### config.mk
export PLATFORM = sky130hd
export DESIGN_NAME = can_mode_config_sequencer
export DESIGN_NICKNAME = d
export VERILOG_FILES = /design/src/rtl/can_mode_pkg.sv /design/src/rtl/bit_sync.sv /design/src/rtl/msg_ram.sv /design/src/rtl/can_mode_config_sequencer.sv
export SDC_FILE = /design/constraint.sdc
export NUM_CORES = 2
export LEC_CHECK = 0
export BUFFER_PORTS_ARGS = -buffer_cell sky130_fd_sc_hd__buf_2
export CAP_MARGIN = 10
export CORE_MARGIN = 3
export CORE_UTILIZATION = 46
export CTS_BUF_LIST = sky130_fd_sc_hd__clkbuf_8
export DETAILED_ROUTE_END_ITERATION = 10
export PLACE_DENSITY = 0.66
export SLEW_MARGIN = 10
export SYNTH_ARGS = -nofsm -noshare
export SYNTH_HDL_FRONTEND = slang
export SYNTH_SLANG_ARGS = --single-unit
### constraint.sdc
create_clock -name clk_sys -period 5.7 [get_ports clk_sys]
set_input_delay 0.57 -clock clk_sys [delete_from_list [all_inputs] [get_ports clk_sys]]
set_output_delay 0.57 -clock clk_sys [all_outputs]
set_load 0.01 [all_outputs]
### src/rtl/can_mode_pkg.sv
package can_mode_pkg;

    // ==========================================================
    // register map
    localparam int ADDR_W = 8;
    localparam int DATA_W = 32;
    localparam logic [7:0] OFS_GCTL = 8'h00;
    localparam logic [7:0] OFS_GLOBAL_STATUS_REG = 8'h04;
    localparam logic [7:0] OFS_GCFG = 8'h08;
    localparam logic [7:0] OFS_ISTS = 8'h0c;
    localparam logic [7:0] OFS_IMSK = 8'h10;
    localparam logic [7:0] OFS_RADR = 8'h14;
    localparam logic [7:0] OFS_RDAT = 8'h18;
    // channel n sits at {CH_BASE + n, field}
    localparam logic [3:0] CH_BASE = 4'h2;
    localparam logic [3:0] CH_CTL = 4'h0;
    localparam logic [3:0] CH_STS = 4'h4;
    localparam logic [3:0] CH_ERR = 4'h8;
    localparam logic [3:0] CH_CFG = 4'hc;

    // ==========================================================
    // fields and values
    localparam int CTL_W = 3;
    localparam int SLEEP_BIT = 2;
    localparam int ST_RESET = 0;
    localparam int ST_HALT = 1;
    localparam int ST_SLEEP = 2;
    localparam int ST_RAMINIT = 3;
    localparam int ST_COMRDY = 3;
    localparam int ST_BLF = 0;
    localparam logic [1:0] GSEL_OPER = 2'h0;
    localparam logic [1:0] GSEL_RESET = 2'h1;
    localparam logic [1:0] GSEL_TEST = 2'h2;
    localparam logic [1:0] CSEL_COMM = 2'h0;
    localparam logic [1:0] CSEL_RESET = 2'h1;
    localparam logic [1:0] CSEL_HALT = 2'h2;
    localparam logic [2:0] CTL_RST_VAL = 3'h1;

    // ==========================================================
    // timing
    localparam int CLK_NS = 10;
    localparam int BIT_NS = 1000;
    localparam int BIT_CYC = BIT_NS / CLK_NS;
    localparam int IDLE_BITS = 11;
    localparam int LOCK_BITS = 11;

    // ==========================================================
    // modes
    typedef enum logic [2:0] {G_INIT, G_RESET, G_TEST, G_OPER, G_STOP} gmode_e;
    typedef enum logic [1:0] {C_RESET, C_HALT, C_COMM, C_STOP} cmode_e;

endpackage : can_mode_pkg

### src/rtl/bit_sync.sv
`timescale 1ns/1ps
`default_nettype none
module bit_sync #(
    parameter int WIDTH = 1
) (
    // clock and control
    input wire logic clk_sys,
    input wire logic resetn,
    input wire logic ce,
    // pins in, filtered out
    input wire logic [WIDTH-1:0] din,
    output logic [WIDTH-1:0] dout
);
    logic [WIDTH-1:0] s1_q;
    logic [WIDTH-1:0] s2_q;
    logic [WIDTH-1:0] s3_q;
    logic [WIDTH-1:0] out_q;

    // ==========================================================
    // three stages, change taken when stages two and three agree
    always_ff @(posedge clk_sys) begin
        if (!resetn) begin
            s1_q <= '1;
            s2_q <= '1;
            s3_q <= '1;
            out_q <= '1;
        end else if (ce) begin
            s1_q <= din;
            s2_q <= s1_q;
            s3_q <= s2_q;
            out_q <= (s2_q & s3_q) | (out_q & (s2_q ^ s3_q));
        end
    end

    assign dout = out_q;
endmodule : bit_sync
`default_nettype wire

### src/rtl/msg_ram.sv
`timescale 1ns/1ps
`default_nettype none
module msg_ram #(
    parameter int DEPTH = 64,
    parameter int WIDTH = 32,
    localparam int AW = $clog2(DEPTH)
) (
    // clock and control
    input wire logic clk_sys,
    input wire logic resetn,
    input wire logic ce,
    // access port
    input wire logic wrEn,
    input wire logic [AW-1:0] addr,
    input wire logic [WIDTH-1:0] wrData,
    output logic [WIDTH-1:0] rdData,
    // init state
    output logic initBusy
);
    if (DEPTH < 2 || (1 << AW) != DEPTH) begin : g_chk
        $error("msg_ram DEPTH must be a power of two, at least 2");
    end

    logic [WIDTH-1:0] mem [DEPTH];
    logic [AW-1:0] ptr_q;
    logic busy_q;
    logic [WIDTH-1:0] rdData_q;

    // ==========================================================
    // clearing walk after reset
    always_ff @(posedge clk_sys) begin
        if (!resetn) begin
            ptr_q <= '0;
            busy_q <= 1'b1;
        end else if (ce && busy_q) begin
            ptr_q <= ptr_q + AW'(1);
            if (ptr_q == AW'(DEPTH - 1)) begin
                busy_q <= 1'b0;
            end
        end
    end

    // ==========================================================
    // array, registered read
    always_ff @(posedge clk_sys) begin
        if (ce) begin
            if (busy_q) begin
                mem[ptr_q] <= '0;
            end else if (wrEn) begin
                mem[addr] <= wrData;
            end
            rdData_q <= mem[addr];
        end
    end

    assign rdData = rdData_q;
    assign initBusy = busy_q;
endmodule : msg_ram
`default_nettype wire

### src/rtl/can_mode_config_sequencer.sv
`timescale 1ns/1ps
`default_nettype none
// Functional notes
// - ram init flag held at one during RAM clearing, cleared when done
// - global status shows the new global mode once it took effect
// - channel status shows the new channel mode once it took effect
// - in communication, 11 recessive bits set comm ready, channel goes active
// - channel reset is entered at once, regardless of traffic
// - global config survives global reset mode
// - channel config survives channel reset mode
// - global mode changes force dependent channel modes
// - global stop forces channels to stop and freezes bus observers, blocks writes except the global control, keeps registers
// - no channel is active unless global mode is operating
// - halted channel stops all bus activity
// - halt from communication refused while bus lock flag is set; reset still possible
module can_mode_config_sequencer
    import can_mode_pkg::*;
#(
    parameter int NUM_CH = 2,
    parameter int RAM_DEPTH = 64,
    parameter int BIT_CYCLES = BIT_CYC
) (
    // clock, reset, enable
    input wire logic clk_sys,
    input wire logic resetn,
    input wire logic ce,
    // register port
    input wire logic [ADDR_W-1:0] regAddr,
    input wire logic [DATA_W-1:0] regWdata,
    input wire logic regWr,
    input wire logic regRd,
    output logic [DATA_W-1:0] regRdata,
    // bus side
    input wire logic [NUM_CH-1:0] canRx,
    output logic [NUM_CH-1:0] chanActive,
    // interrupt
    output logic irq
);
    if (NUM_CH < 1 || NUM_CH > 8 || BIT_CYCLES < 1) begin : g_chk
        $error("NUM_CH must be 1..8 and BIT_CYCLES at least 1");
    end

    localparam int IDLE_CYC = IDLE_BITS * BIT_CYCLES;
    localparam int LOCK_CYC = LOCK_BITS * BIT_CYCLES;
    localparam int CNT_W = $clog2((IDLE_CYC > LOCK_CYC ? IDLE_CYC : LOCK_CYC) + 1);
    localparam logic [CNT_W-1:0] IDLE_MAX = CNT_W'(IDLE_CYC);
    localparam logic [CNT_W-1:0] LOCK_MAX = CNT_W'(LOCK_CYC);
    localparam int RAM_AW = $clog2(RAM_DEPTH);
    localparam int EV_W = NUM_CH + 2;
    localparam int EV_RAM = 0;
    localparam int EV_GLB = 1;

    // ==========================================================
    // decode helpers
    function automatic logic chHit(input logic [ADDR_W-1:0] a, input int ch,
                                   input logic [3:0] fld);
        chHit = a == {CH_BASE + 4'(ch), fld};
    endfunction : chHit

    function automatic gmode_e gWant(input logic [CTL_W-1:0] ctl, input gmode_e cur);
        gWant = cur;
        if (ctl[SLEEP_BIT]) begin
            if (cur == G_RESET) begin
                gWant = G_STOP;
            end
        end else if (cur == G_STOP) begin
            gWant = G_RESET;
        end else begin
            case (ctl[1:0])
                GSEL_OPER: gWant = G_OPER;
                GSEL_RESET: gWant = G_RESET;
                GSEL_TEST: gWant = G_TEST;
                default: gWant = cur;
            endcase
        end
    endfunction : gWant

    function automatic cmode_e cWant(input logic [CTL_W-1:0] ctl, input cmode_e cur,
                                     input gmode_e g);
        cWant = cur;
        if (ctl[SLEEP_BIT]) begin
            if (cur == C_RESET) begin
                cWant = C_STOP;
            end
        end else if (cur == C_STOP) begin
            cWant = C_RESET;
        end else begin
            case (ctl[1:0])
                CSEL_COMM: cWant = (g == G_OPER) ? C_COMM : cur;
                CSEL_RESET: cWant = C_RESET;
                CSEL_HALT: cWant = (g == G_OPER || g == G_TEST) ? C_HALT : cur;
                default: cWant = cur;
            endcase
        end
    endfunction : cWant

    // ==========================================================
    // state
    logic [CTL_W-1:0] gCtl_q;
    logic [DATA_W-1:0] gCfg_q;
    gmode_e gState_q;
    gmode_e gTarget_q;
    logic gPend_q;
    logic gDone_q;
    logic [EV_W-1:0] irqSts_q;
    logic [EV_W-1:0] irqMsk_q;
    logic irq_q;
    logic [DATA_W-1:0] rdata_q;
    logic [DATA_W-1:0] rdNext;
    logic [RAM_AW-1:0] ramAdr_q;
    logic [DATA_W-1:0] ramRd;
    logic ramBusy;
    logic ramBusy_q;
    logic [CTL_W-1:0] cCtl_q [NUM_CH];
    logic [DATA_W-1:0] cCfg_q [NUM_CH];
    cmode_e cState_q [NUM_CH];
    cmode_e cTarget_q [NUM_CH];
    logic [CNT_W-1:0] recCnt_q [NUM_CH];
    logic [CNT_W-1:0] domCnt_q [NUM_CH];
    logic [NUM_CH-1:0] cPend_q;
    logic [NUM_CH-1:0] cDone_q;
    logic [NUM_CH-1:0] commRdy_q;
    logic [NUM_CH-1:0] blf_q;
    logic [NUM_CH-1:0] active_q;
    logic [NUM_CH-1:0] rxBit;
    logic [NUM_CH-1:0] busIdle;
    logic wrOk;

    // writes have no effect in global stop, except the global control
    assign wrOk = regWr && gState_q != G_STOP;

    // ==========================================================
    // pin sync and message RAM
    bit_sync #(.WIDTH(NUM_CH)) u_rxSync (
        .clk_sys(clk_sys),
        .resetn(resetn),
        .ce(ce),
        .din(canRx),
        .dout(rxBit)
    );

    msg_ram #(.DEPTH(RAM_DEPTH), .WIDTH(DATA_W)) u_ram (
        .clk_sys(clk_sys),
        .resetn(resetn),
        .ce(ce),
        .wrEn(wrOk && regAddr == OFS_RDAT),
        .addr(ramAdr_q),
        .wrData(regWdata),
        .rdData(ramRd),
        .initBusy(ramBusy)
    );

    // ==========================================================
    // global registers
    always_ff @(posedge clk_sys) begin
        if (!resetn) begin
            gCtl_q <= CTL_RST_VAL;
            gCfg_q <= '0;
            irqMsk_q <= '0;
            ramAdr_q <= '0;
        end else if (ce) begin
            if (regWr && regAddr == OFS_GCTL && !gPend_q) begin
                gCtl_q <= regWdata[CTL_W-1:0];
            end
            if (wrOk && regAddr == OFS_GCFG) begin
                gCfg_q <= regWdata;
            end
            if (wrOk && regAddr == OFS_IMSK) begin
                irqMsk_q <= regWdata[EV_W-1:0];
            end
            if (wrOk && regAddr == OFS_RADR) begin
                ramAdr_q <= regWdata[RAM_AW-1:0];
            end
        end
    end

    // ==========================================================
    // global mode sequencer
    always_ff @(posedge clk_sys) begin
        if (!resetn) begin
            gState_q <= G_INIT;
            gTarget_q <= G_INIT;
            gPend_q <= 1'b0;
            gDone_q <= 1'b0;
        end else if (ce) begin
            gDone_q <= gPend_q;
            if (gState_q == G_INIT) begin
                if (!ramBusy) begin
                    gState_q <= G_RESET;
                end
            end else if (gPend_q) begin
                gState_q <= gTarget_q;
                gPend_q <= 1'b0;
            end else if (gWant(gCtl_q, gState_q) != gState_q) begin
                gTarget_q <= gWant(gCtl_q, gState_q);
                gPend_q <= 1'b1;
            end
        end
    end

    // ==========================================================
    // channels
    for (genvar i = 0; i < NUM_CH; i++) begin : g_ch
        cmode_e want;
        cmode_e cNext;
        logic haltOk;

        assign busIdle[i] = recCnt_q[i] == IDLE_MAX;

        always_comb begin
            want = cWant(cCtl_q[i], cState_q[i], gState_q);
            haltOk = !(want == C_HALT && cState_q[i] == C_COMM && (!busIdle[i] || blf_q[i]));
            cNext = cState_q[i];
            if ((gState_q == G_INIT || gState_q == G_RESET) &&
                (cState_q[i] == C_COMM || cState_q[i] == C_HALT)) begin
                cNext = C_RESET;
            end else if (gState_q == G_STOP) begin
                cNext = C_STOP;
            end else if (gState_q == G_TEST && cState_q[i] == C_COMM) begin
                cNext = C_HALT;
            end else if (want == C_RESET && cState_q[i] != C_RESET) begin
                cNext = C_RESET;
            end else if (cPend_q[i]) begin
                cNext = cTarget_q[i];
            end
        end

        always_ff @(posedge clk_sys) begin
            if (!resetn) begin
                cState_q[i] <= C_RESET;
                cTarget_q[i] <= C_RESET;
                cPend_q[i] <= 1'b0;
                cDone_q[i] <= 1'b0;
            end else if (ce) begin
                cState_q[i] <= cNext;
                cDone_q[i] <= cNext != cState_q[i];
                cPend_q[i] <= 1'b0;
                if (!cPend_q[i] && cNext == cState_q[i] && want != cState_q[i] && haltOk) begin
                    cTarget_q[i] <= want;
                    cPend_q[i] <= 1'b1;
                end
            end
        end

        always_ff @(posedge clk_sys) begin
            if (!resetn) begin
                cCtl_q[i] <= CTL_RST_VAL;
                cCfg_q[i] <= '0;
            end else if (ce && wrOk) begin
                if (chHit(regAddr, i, CH_CTL) &&
                    (!cPend_q[i] || regWdata[1:0] == CSEL_RESET)) begin
                    cCtl_q[i] <= regWdata[CTL_W-1:0];
                end
                if (chHit(regAddr, i, CH_CFG)) begin
                    cCfg_q[i] <= regWdata;
                end
            end
        end

        // bus observers, frozen in global stop
        always_ff @(posedge clk_sys) begin
            if (!resetn) begin
                recCnt_q[i] <= '0;
                domCnt_q[i] <= '0;
                blf_q[i] <= 1'b0;
                commRdy_q[i] <= 1'b0;
                active_q[i] <= 1'b0;
            end else if (ce && gState_q != G_STOP) begin
                if (!rxBit[i] || cState_q[i] != C_COMM) begin
                    recCnt_q[i] <= '0;
                end else if (!busIdle[i]) begin
                    recCnt_q[i] <= recCnt_q[i] + CNT_W'(1);
                end
                if (rxBit[i]) begin
                    domCnt_q[i] <= '0;
                end else if (domCnt_q[i] != LOCK_MAX) begin
                    domCnt_q[i] <= domCnt_q[i] + CNT_W'(1);
                end
                blf_q[i] <= domCnt_q[i] == LOCK_MAX;
                if (cState_q[i] != C_COMM) begin
                    commRdy_q[i] <= 1'b0;
                end else if (busIdle[i]) begin
                    commRdy_q[i] <= 1'b1;
                end
                active_q[i] <= commRdy_q[i] && cState_q[i] == C_COMM &&
                               gState_q == G_OPER;
            end
        end

    end

    // ==========================================================
    // events and interrupt
    always_ff @(posedge clk_sys) begin
        if (!resetn) begin
            ramBusy_q <= 1'b1;
            irqSts_q <= '0;
            irq_q <= 1'b0;
        end else if (ce) begin
            ramBusy_q <= ramBusy;
            irqSts_q <= (irqSts_q & ~((wrOk && regAddr == OFS_ISTS) ?
                         regWdata[EV_W-1:0] : '0)) |
                        {cDone_q, gDone_q, ramBusy_q && !ramBusy};
            irq_q <= |(irqSts_q & irqMsk_q);
        end
    end

    // ==========================================================
    // read path
    always_comb begin
        rdNext = '0;
        case (regAddr)
            OFS_GCTL: rdNext[CTL_W-1:0] = gCtl_q;
            OFS_GLOBAL_STATUS_REG: begin
                rdNext[ST_RESET] = gState_q == G_INIT || gState_q == G_RESET;
                rdNext[ST_HALT] = gState_q == G_TEST;
                rdNext[ST_SLEEP] = gState_q == G_STOP;
                rdNext[ST_RAMINIT] = ramBusy;
            end
            OFS_GCFG: rdNext = gCfg_q;
            OFS_ISTS: rdNext[EV_W-1:0] = irqSts_q;
            OFS_IMSK: rdNext[EV_W-1:0] = irqMsk_q;
            OFS_RADR: rdNext[RAM_AW-1:0] = ramAdr_q;
            OFS_RDAT: rdNext = ramRd;
            default: rdNext = '0;
        endcase
        for (int k = 0; k < NUM_CH; k++) begin
            if (chHit(regAddr, k, CH_CTL)) begin
                rdNext[CTL_W-1:0] = cCtl_q[k];
            end
            if (chHit(regAddr, k, CH_STS)) begin
                rdNext[ST_RESET] = cState_q[k] == C_RESET;
                rdNext[ST_HALT] = cState_q[k] == C_HALT;
                rdNext[ST_SLEEP] = cState_q[k] == C_STOP;
                rdNext[ST_COMRDY] = commRdy_q[k];
            end
            if (chHit(regAddr, k, CH_ERR)) begin
                rdNext[ST_BLF] = blf_q[k];
            end
            if (chHit(regAddr, k, CH_CFG)) begin
                rdNext = cCfg_q[k];
            end
        end
    end

    always_ff @(posedge clk_sys) begin
        if (!resetn) begin
            rdata_q <= '0;
        end else if (ce) begin
            rdata_q <= regRd ? rdNext : '0;
        end
    end

    assign regRdata = rdata_q;
    assign chanActive = active_q;
    assign irq = irq_q;
endmodule : can_mode_config_sequencer
`default_nettype wire

* Yosys cells after proc, flatten, opt, wreduce, memory -nomap -nowiden
Memory sizes are Yosys's and may differ from the RTL's. A register that Yosys moved wholly into a read port is not among the register bits.
Cells that the tools add are included.
** Cells by class
- Add/subtract/negate cells :: 5
- Equal/unequal tests :: 51
- Muxes and demuxes :: 143
- Bitwise operators :: 26
- Reductions and logical operators :: 80
** Operator list (number)
- $mux W32 :: 6
- $mux W11 :: 8
- $mux W1 :: 80
- $eq A8 B6 Y1 const B :: 8
- $pmux W26 S2 :: 1
- $mux W2 :: 24
- $add A11 B1 Y11 const B :: 4
- $eq A11 B11 Y1 const B :: 4
- $mux W3 :: 14
- $logic_and A1 B1 Y1 :: 34
- $reduce_or A32 Y1 :: 1
- $eq A8 B5 Y1 const B :: 3
- $ne A11 B11 Y1 const B :: 2
- $pmux W3 S7 :: 1
- $pmux W2 S3 :: 3
- $eq A2 B1 Y1 const B :: 8
- $eq A8 B4 Y1 const B :: 2
- $or A1 B1 Y1 :: 16
- $reduce_and A2 Y1 :: 8
- $eq A2 B2 Y1 const B :: 7
- $logic_not A2 Y1 :: 7
- $mux W4 :: 3
- $logic_not A1 Y1 :: 10
- $logic_or A1 B1 Y1 :: 10
- 27 further kinds :: 41
** Storage, ports and cells
- Flip-flop bits (word level) :: 116
- Bits in writable memories :: 2170
- Input port bits :: 47
- Output and inout bits :: 35
- Logic and storage cells :: 340
- Memories kept :: 7
** Memories
- u_ram.mem :: depth 64, bits a word 32, rd ports 1, clocked after Yosys merged registers in 1, write ports 1, line msg_ram.sv:24 : logic [WIDTH-1:0] mem [DEPTH];
- cCfg_q :: depth 2, bits a word 32, rd ports 2, clocked after Yosys merged registers in 0, write ports 2, line can_mode_config_sequencer.sv:115 : logic [DATA_W-1:0] cCfg_q [NUM_CH];
- domCnt_q :: depth 2, bits a word 11, rd ports 2, clocked after Yosys merged registers in 0, write ports 2, line can_mode_config_sequencer.sv:119 : logic [CNT_W-1:0] domCnt_q [NUM_CH];
- recCnt_q :: depth 2, bits a word 11, rd ports 2, clocked after Yosys merged registers in 0, write ports 2, line can_mode_config_sequencer.sv:118 : logic [CNT_W-1:0] recCnt_q [NUM_CH];
- cCtl_q :: depth 2, bits a word 3, rd ports 2, clocked after Yosys merged registers in 0, write ports 2, line can_mode_config_sequencer.sv:114 : logic [CTL_W-1:0] cCtl_q [NUM_CH];
- cState_q :: depth 2, bits a word 2, rd ports 2, clocked after Yosys merged registers in 0, write ports 2, line can_mode_config_sequencer.sv:116 : cmode_e cState_q [NUM_CH];
- +1 memories

* Longest topological paths before layout
- Depth after elaboration :: 21
- Gate-level depth with buffers :: 9
- Gate-level depth less buffers :: 8

* Modules after synthesis
Synthesis repeated with hierarchy kept, for this count alone.
** Unflattened totals
- Cells, all modules :: 4569
- Area, all modules :: 90620.7 µm²
** By module, submodules not included
- msg_ram :: instances 1, cells an instance 3407, area each 79254.8 µm², seq. area each 62600.0 µm²
- can_mode_config_sequencer :: instances 1, cells an instance 1134, area each 11045.6 µm², seq. area each 5685.5 µm²
- bit_sync :: instances 1, cells an instance 28, area each 320.3 µm², seq. area each 160.2 µm²

* Worst setup path before layout
Ideal clock, no wire load.
- Path kind :: input to register
- From :: input port regAddr[1]
- To :: memory u_ram.mem[40][0], enable pin
- Library setup time :: 0.461 ns
- Arrival time :: 4.495 ns
- Slack :: 0.744 ns
- Stages :: 7
- Path through :: clkbuf_1 > nor4b_2 > nand4_2 > mux2i_1 > or3b_1 > clkbuf_1 > nor3_1
** Between the ends
- Cells in the longest elaborated chain, start to end :: 8
- Elaborated cells on any way between the ends :: 9
** Ends and longest elaborated chain
- from (decl) :: line can_mode_config_sequencer.sv:28 : input wire logic [ADDR_W-1:0] regAddr,
- $eq A8 B5 Y1 (*) :: line can_mode_config_sequencer.sv:146 : .wrEn(wrOk && regAddr == OFS_RDAT),
- $logic_and A1 B1 Y1 (*) :: line can_mode_config_sequencer.sv:146
- $mux W1 (*) :: line msg_ram.sv:49 : end else if (wrEn) begin
- $mux W1 (*) :: line msg_ram.sv:47 : if (busy_q) begin
- $mux W1 (*) :: line msg_ram.sv:46 : if (ce) begin
- $mux W1 (not written as such) (*) :: line msg_ram.sv:50 : mem[addr] <= wrData;
- $reduce_or A32 Y1 (no source line)
- $mux W6 (no source line) / $mux W1 (equally long branches)
- to (decl) :: line msg_ram.sv:24
Mark *: on every way between the ends. The rest lies on a longest branch, timed or not.

* Worst setup path after layout
- From :: register gState_q[1]
- To :: memory u_ram.mem[32][25], enable pin
** Between the ends
- Cells in the longest elaborated chain, start to end :: 9
- Elaborated cells on any way between the ends :: 10
** Ends and longest elaborated chain
- from (decl) :: line can_mode_config_sequencer.sv:101 : gmode_e gState_q;
- from (signal assigned) :: line can_mode_config_sequencer.sv:192 : gState_q <= gTarget_q;
- $ne A3 B3 Y1 (*) :: line can_mode_config_sequencer.sv:130 : assign wrOk = regWr && gState_q != G_STOP;
- $logic_and A1 B1 Y1 (*) :: line can_mode_config_sequencer.sv:130
- $logic_and A1 B1 Y1 (*) :: line can_mode_config_sequencer.sv:146
- $mux W1 (*) :: line msg_ram.sv:49
- $mux W1 (*) :: line msg_ram.sv:47
- $mux W1 (*) :: line msg_ram.sv:46
- $mux W1 (not written as such) (*) :: line msg_ram.sv:50
- $reduce_or A32 Y1 (no source line)
- $mux W6 (no source line) / $mux W1 (equally long branches)
Marked as above.

==> impl_metrics.tcl <==
set metrics [dict create \
    endpoint_kind "flop" \
    register_clock_pin_slew_on_the_reported_worst_setup_and_hold_paths_ns 0.06 \
    hold_violations 0 \
    hold_path_class "primary input to flop" \
    grt_remaining_overflow 0 \
    routedWlPerCell_um 30.55 \
    post_cts_setup_inserts 0 \
    cts-htree-levels 5 \
    async_reset_ff_share_pct 0 \
    slowest_stage "sky130_fd_sc_hd__nor2_4" \
    chipWidth_um 450.5 \
    critPathLaunchType "flop" \
    post_dp_cell_area_um2 95710 \
    cts_root_buffer "sky130_fd_sc_hd__clkbuf_8" \
    postCtsHoldBufs 40 \
    status "finished, final reports clean" \
    clk_latency_ns 1.07 \
    synth_fp_nets 4391 \
    share_seq_of_total_power_pct 58.0 \
    ant_nets 0 \
    pwr-share-comb_pct 1.5 \
    final_period_minus_worst_setup_slack_ns 4.807 \
    route.vias.total 46268 \
    fin_worst_skew_ns 0.09249 \
    setup_violations 0 \
    overall_die_height_um 450.5 \
    worstPathRequired_ns 6.39 \
    initial_utilization_pct 46.47 \
    yosysWarnings 0 \
    initial_antenna_violation_count 17 \
    fp.coreArea_um2 195600 \
    tritoncts_num_sinks 2318 \
    power_report.internal_total_mw 25.19 \
    vdd_ir_drop_max_mv 0.2344 \
    final_layout_size_suffix_gt1_share_pct 29.46 \
    crit_type "flop to flop" \
    critical_path_peak_fanout 24 \
    synth_most_common_cell "sky130_fd_sc_hd__edfxtp_1" \
    fin_setup_tns_ns 0 \
    maxcap_violations 0 \
    worst_path_largest_cell_delay_ns 1.10 \
    tritoncts "built" \
    pin_count_of_the_biggest_net_entering_global_routing 103 \
    routed_via_density 6.028 \
    routed_wl_um 234500 \
    worst-slew-pin-transition_ns 1.194 \
    post_synth_inst_count 4325 \
    die_area_um2 203000 \
    grt_use_total_pct 23.12 \
    num_rows 162 \
    final_power_mw 31.96 \
    rsz0062_at_grt "no" \
    num_io_pins 82 \
    power.density_cell_area_nw_per_um2 311.1 \
    timing.final.crit_share_pct 84.33 \
    cts.path.max_buffers 4 \
    cts_resized 0 \
    area_taken_by_multi_input_logic_gates_um2 21910 \
    routability_driven_placement_congestion_ratio 0.8900 \
    grt_first_pass_wirelength_um 338400 \
    layout-area-overhead-vs-synth_pct 13.02 \
    drc_errors 0 \
    layout.nets 4824 \
    report.final.slew_viol_count 0 \
    place_hpwl_um 142700 \
    syn_area_um2 90900 \
    fin_area_um2 102700 \
    swShare_pct 21.17 \
    dp_cells 6966 \
    synth-seq-area-share_pct 75.30 \
    total_switching_power_mw 6.765 \
    synth-edff-count 2202 \
    max_slew_margin_pct 20.23 \
    port-buffer-count 81 \
    sequential_cell_area_um2 68470 \
    yosys.area.top_type_share_pct 72.75 \
    post_synth_most_frequent_cells "2,202 x sky130_fd_sc_hd__edfxtp_1, 652 x sky130_fd_sc_hd__mux4_2, 193 x sky130_fd_sc_hd__nand2_1, 147 x sky130_fd_sc_hd__nor2_1, 144 x sky130_fd_sc_hd__clkbuf_1" \
    number_of_global_route_vias_before_repair 46298 \
    critPathArrivalTime_ns 5.50 \
    netlist_top_cells_area "sky130_fd_sc_hd__edfxtp_1 73%, sky130_fd_sc_hd__mux4_2 16%, sky130_fd_sc_hd__dfxtp_1 2.6%" \
    num-fill-cells 15117 \
    number_of_storage_elements_in_the_synthesis_netlist 2318 \
    crit_path_cell_trace "or3b_1, nand4_2, mux2i_1, nand3_1, nor2_4, buf_4" \
    synth.avg_cell_area_um2 21.02 \
    clockPowerShare_pct 40.5 \
    drt_first_iter_violations 5937 \
    synth_ff_type "sky130_fd_sc_hd__edfxtp_1" \
    yosys_cell_types 75 \
    timing.fmax_ghz 0.2080 \
    power.static_leakage_nw 36.90 \
    synthDominantAreaCellType "sky130_fd_sc_hd__edfxtp_1" \
    finalNonFillerCells 7676 \
    fin_worst_hold_slack_ns 0.1429 \
    drtPass1Iterations 6 \
    numCtsBuffers 374 \
]
[worst max-delay path, delay by kind of cell, from the launching register on]
kind                   cells  cell delay (ns)
buffers and inverters      1             0.35
multiplexers               1             0.63
flip-flops                 1             0.67
AND/OR/NAND/NOR            4             2.79
[path summary, 6_finish.rpt]
kind | startpoint | to | slack (ns) | cells after the start
setup / recovery | gState_q[1]$_SDFFE_PN0P_ | u_ram.mem[32][25]$_DFFE_PP_ | 0.89 | 6
hold / removal | regWr | gCtl_q[0]$_SDFFE_PN1P_ | 0.14 | 5
setup reg to reg | gState_q[1]$_SDFFE_PN0P_ | u_ram.mem[32][25]$_DFFE_PP_ | 0.89 | 6
hold reg to reg | regRdata[11]$_SDFFE_PN0P_ | regRdata[11]$_SDFFE_PN0P_ | 0.45 | 2
[cell families (layout without fill, tap and decap cells)]
| group | count (synthesis) | after routing | synth area share [%] |
|---|---|---|---|
| AOI/OAI and AO/OA | 321 | 321 | 2.479 |
| xor gates and xnor gates | 36 | 36 | 0.3469 |
| adders and majority gates | 19 | 19 | 0.2615 |
| buffers and inverters | 269 | 978 | 1.231 |
| DFF | 2318 | 2318 | 75.30 |
| muxes | 706 | 706 | 16.75 |
| other | 0 | 18 | 0 |
| and+or+nand+nor | 656 | 656 | 3.626 |
[stage by stage]
stage	setup slack, ns	util (%)
6_report	0.8930	52.52
5_1_grt	0.7337	52.51
4_1_cts	1.033	52.50
3_5_place_dp	0.8275	48.93
3_3_place_gp	0.8414	48.93
2_1_floorplan	0.7436	-
[layout make-up]
type / instances / area share (%)
sequential: 2318 / 66.65
multi-input combinational: 1738 / 21.33
clock buffer: 388 / 5.198
tap: 2624 / 3.196
timing repair buffer: 299 / 2.285
clock inverter: 264 / 1.200
inverter: 27 / 0.09865
antenna: 18 / 0.04385
[placed cells by master (no fill, tap or decap), types with 80 or more instances in the layout]
cell,synthesis,layout
sky130_fd_sc_hd__edfxtp_1,2202,2202
sky130_fd_sc_hd__dfxtp_1,116,110
sky130_fd_sc_hd__clkinv_1,0,85
sky130_fd_sc_hd__and2_1,113,80
sky130_fd_sc_hd__clkbuf_8,0,388
sky130_fd_sc_hd__inv_1,27,154
sky130_fd_sc_hd__nor2_1,147,83
sky130_fd_sc_hd__nand2_1,193,193
sky130_fd_sc_hd__buf_4,5,164
sky130_fd_sc_hd__mux4_2,652,652
[flip-flops by register name, indices dropped and copies added (netlist names), 3 cells and up]
name / cells
cCfg_q: 64
gCfg_q: 32
irqMsk_q: 4
gCtl_q: 3
cCtl_q: 6
cTarget_q: 4
regRdata: 32
ramAdr_q: 6
u_ram.rdData: 32
domCnt_q: 22
recCnt_q: 22
irqSts_q: 4
u_ram.ptr_q: 6
u_ram.mem: 2048
gTarget_q: 3
cState_q: 4
gState_q: 3
[power by group through the flow]
stage	clock (mW)	combinational [mW]	sequential, mW
after CTS	13.1	0.468	18.5
final	12.9	0.468	18.5
after floorplan	0	0.234	18.9
after global placement	0	0.440	18.9
after global routing	13.9	0.493	18.5
after detailed placement	0	0.443	18.9
[per-layer routing]
metal / part of all wire, % / GRT usage (%)
met5: 0.012 / 0
met1: 39 / 32.19
met2: 49 / 36.85
met4: 2.7 / 6.632
met3: 9.0 / 5.333
Power figures use the tool's default switching activity.
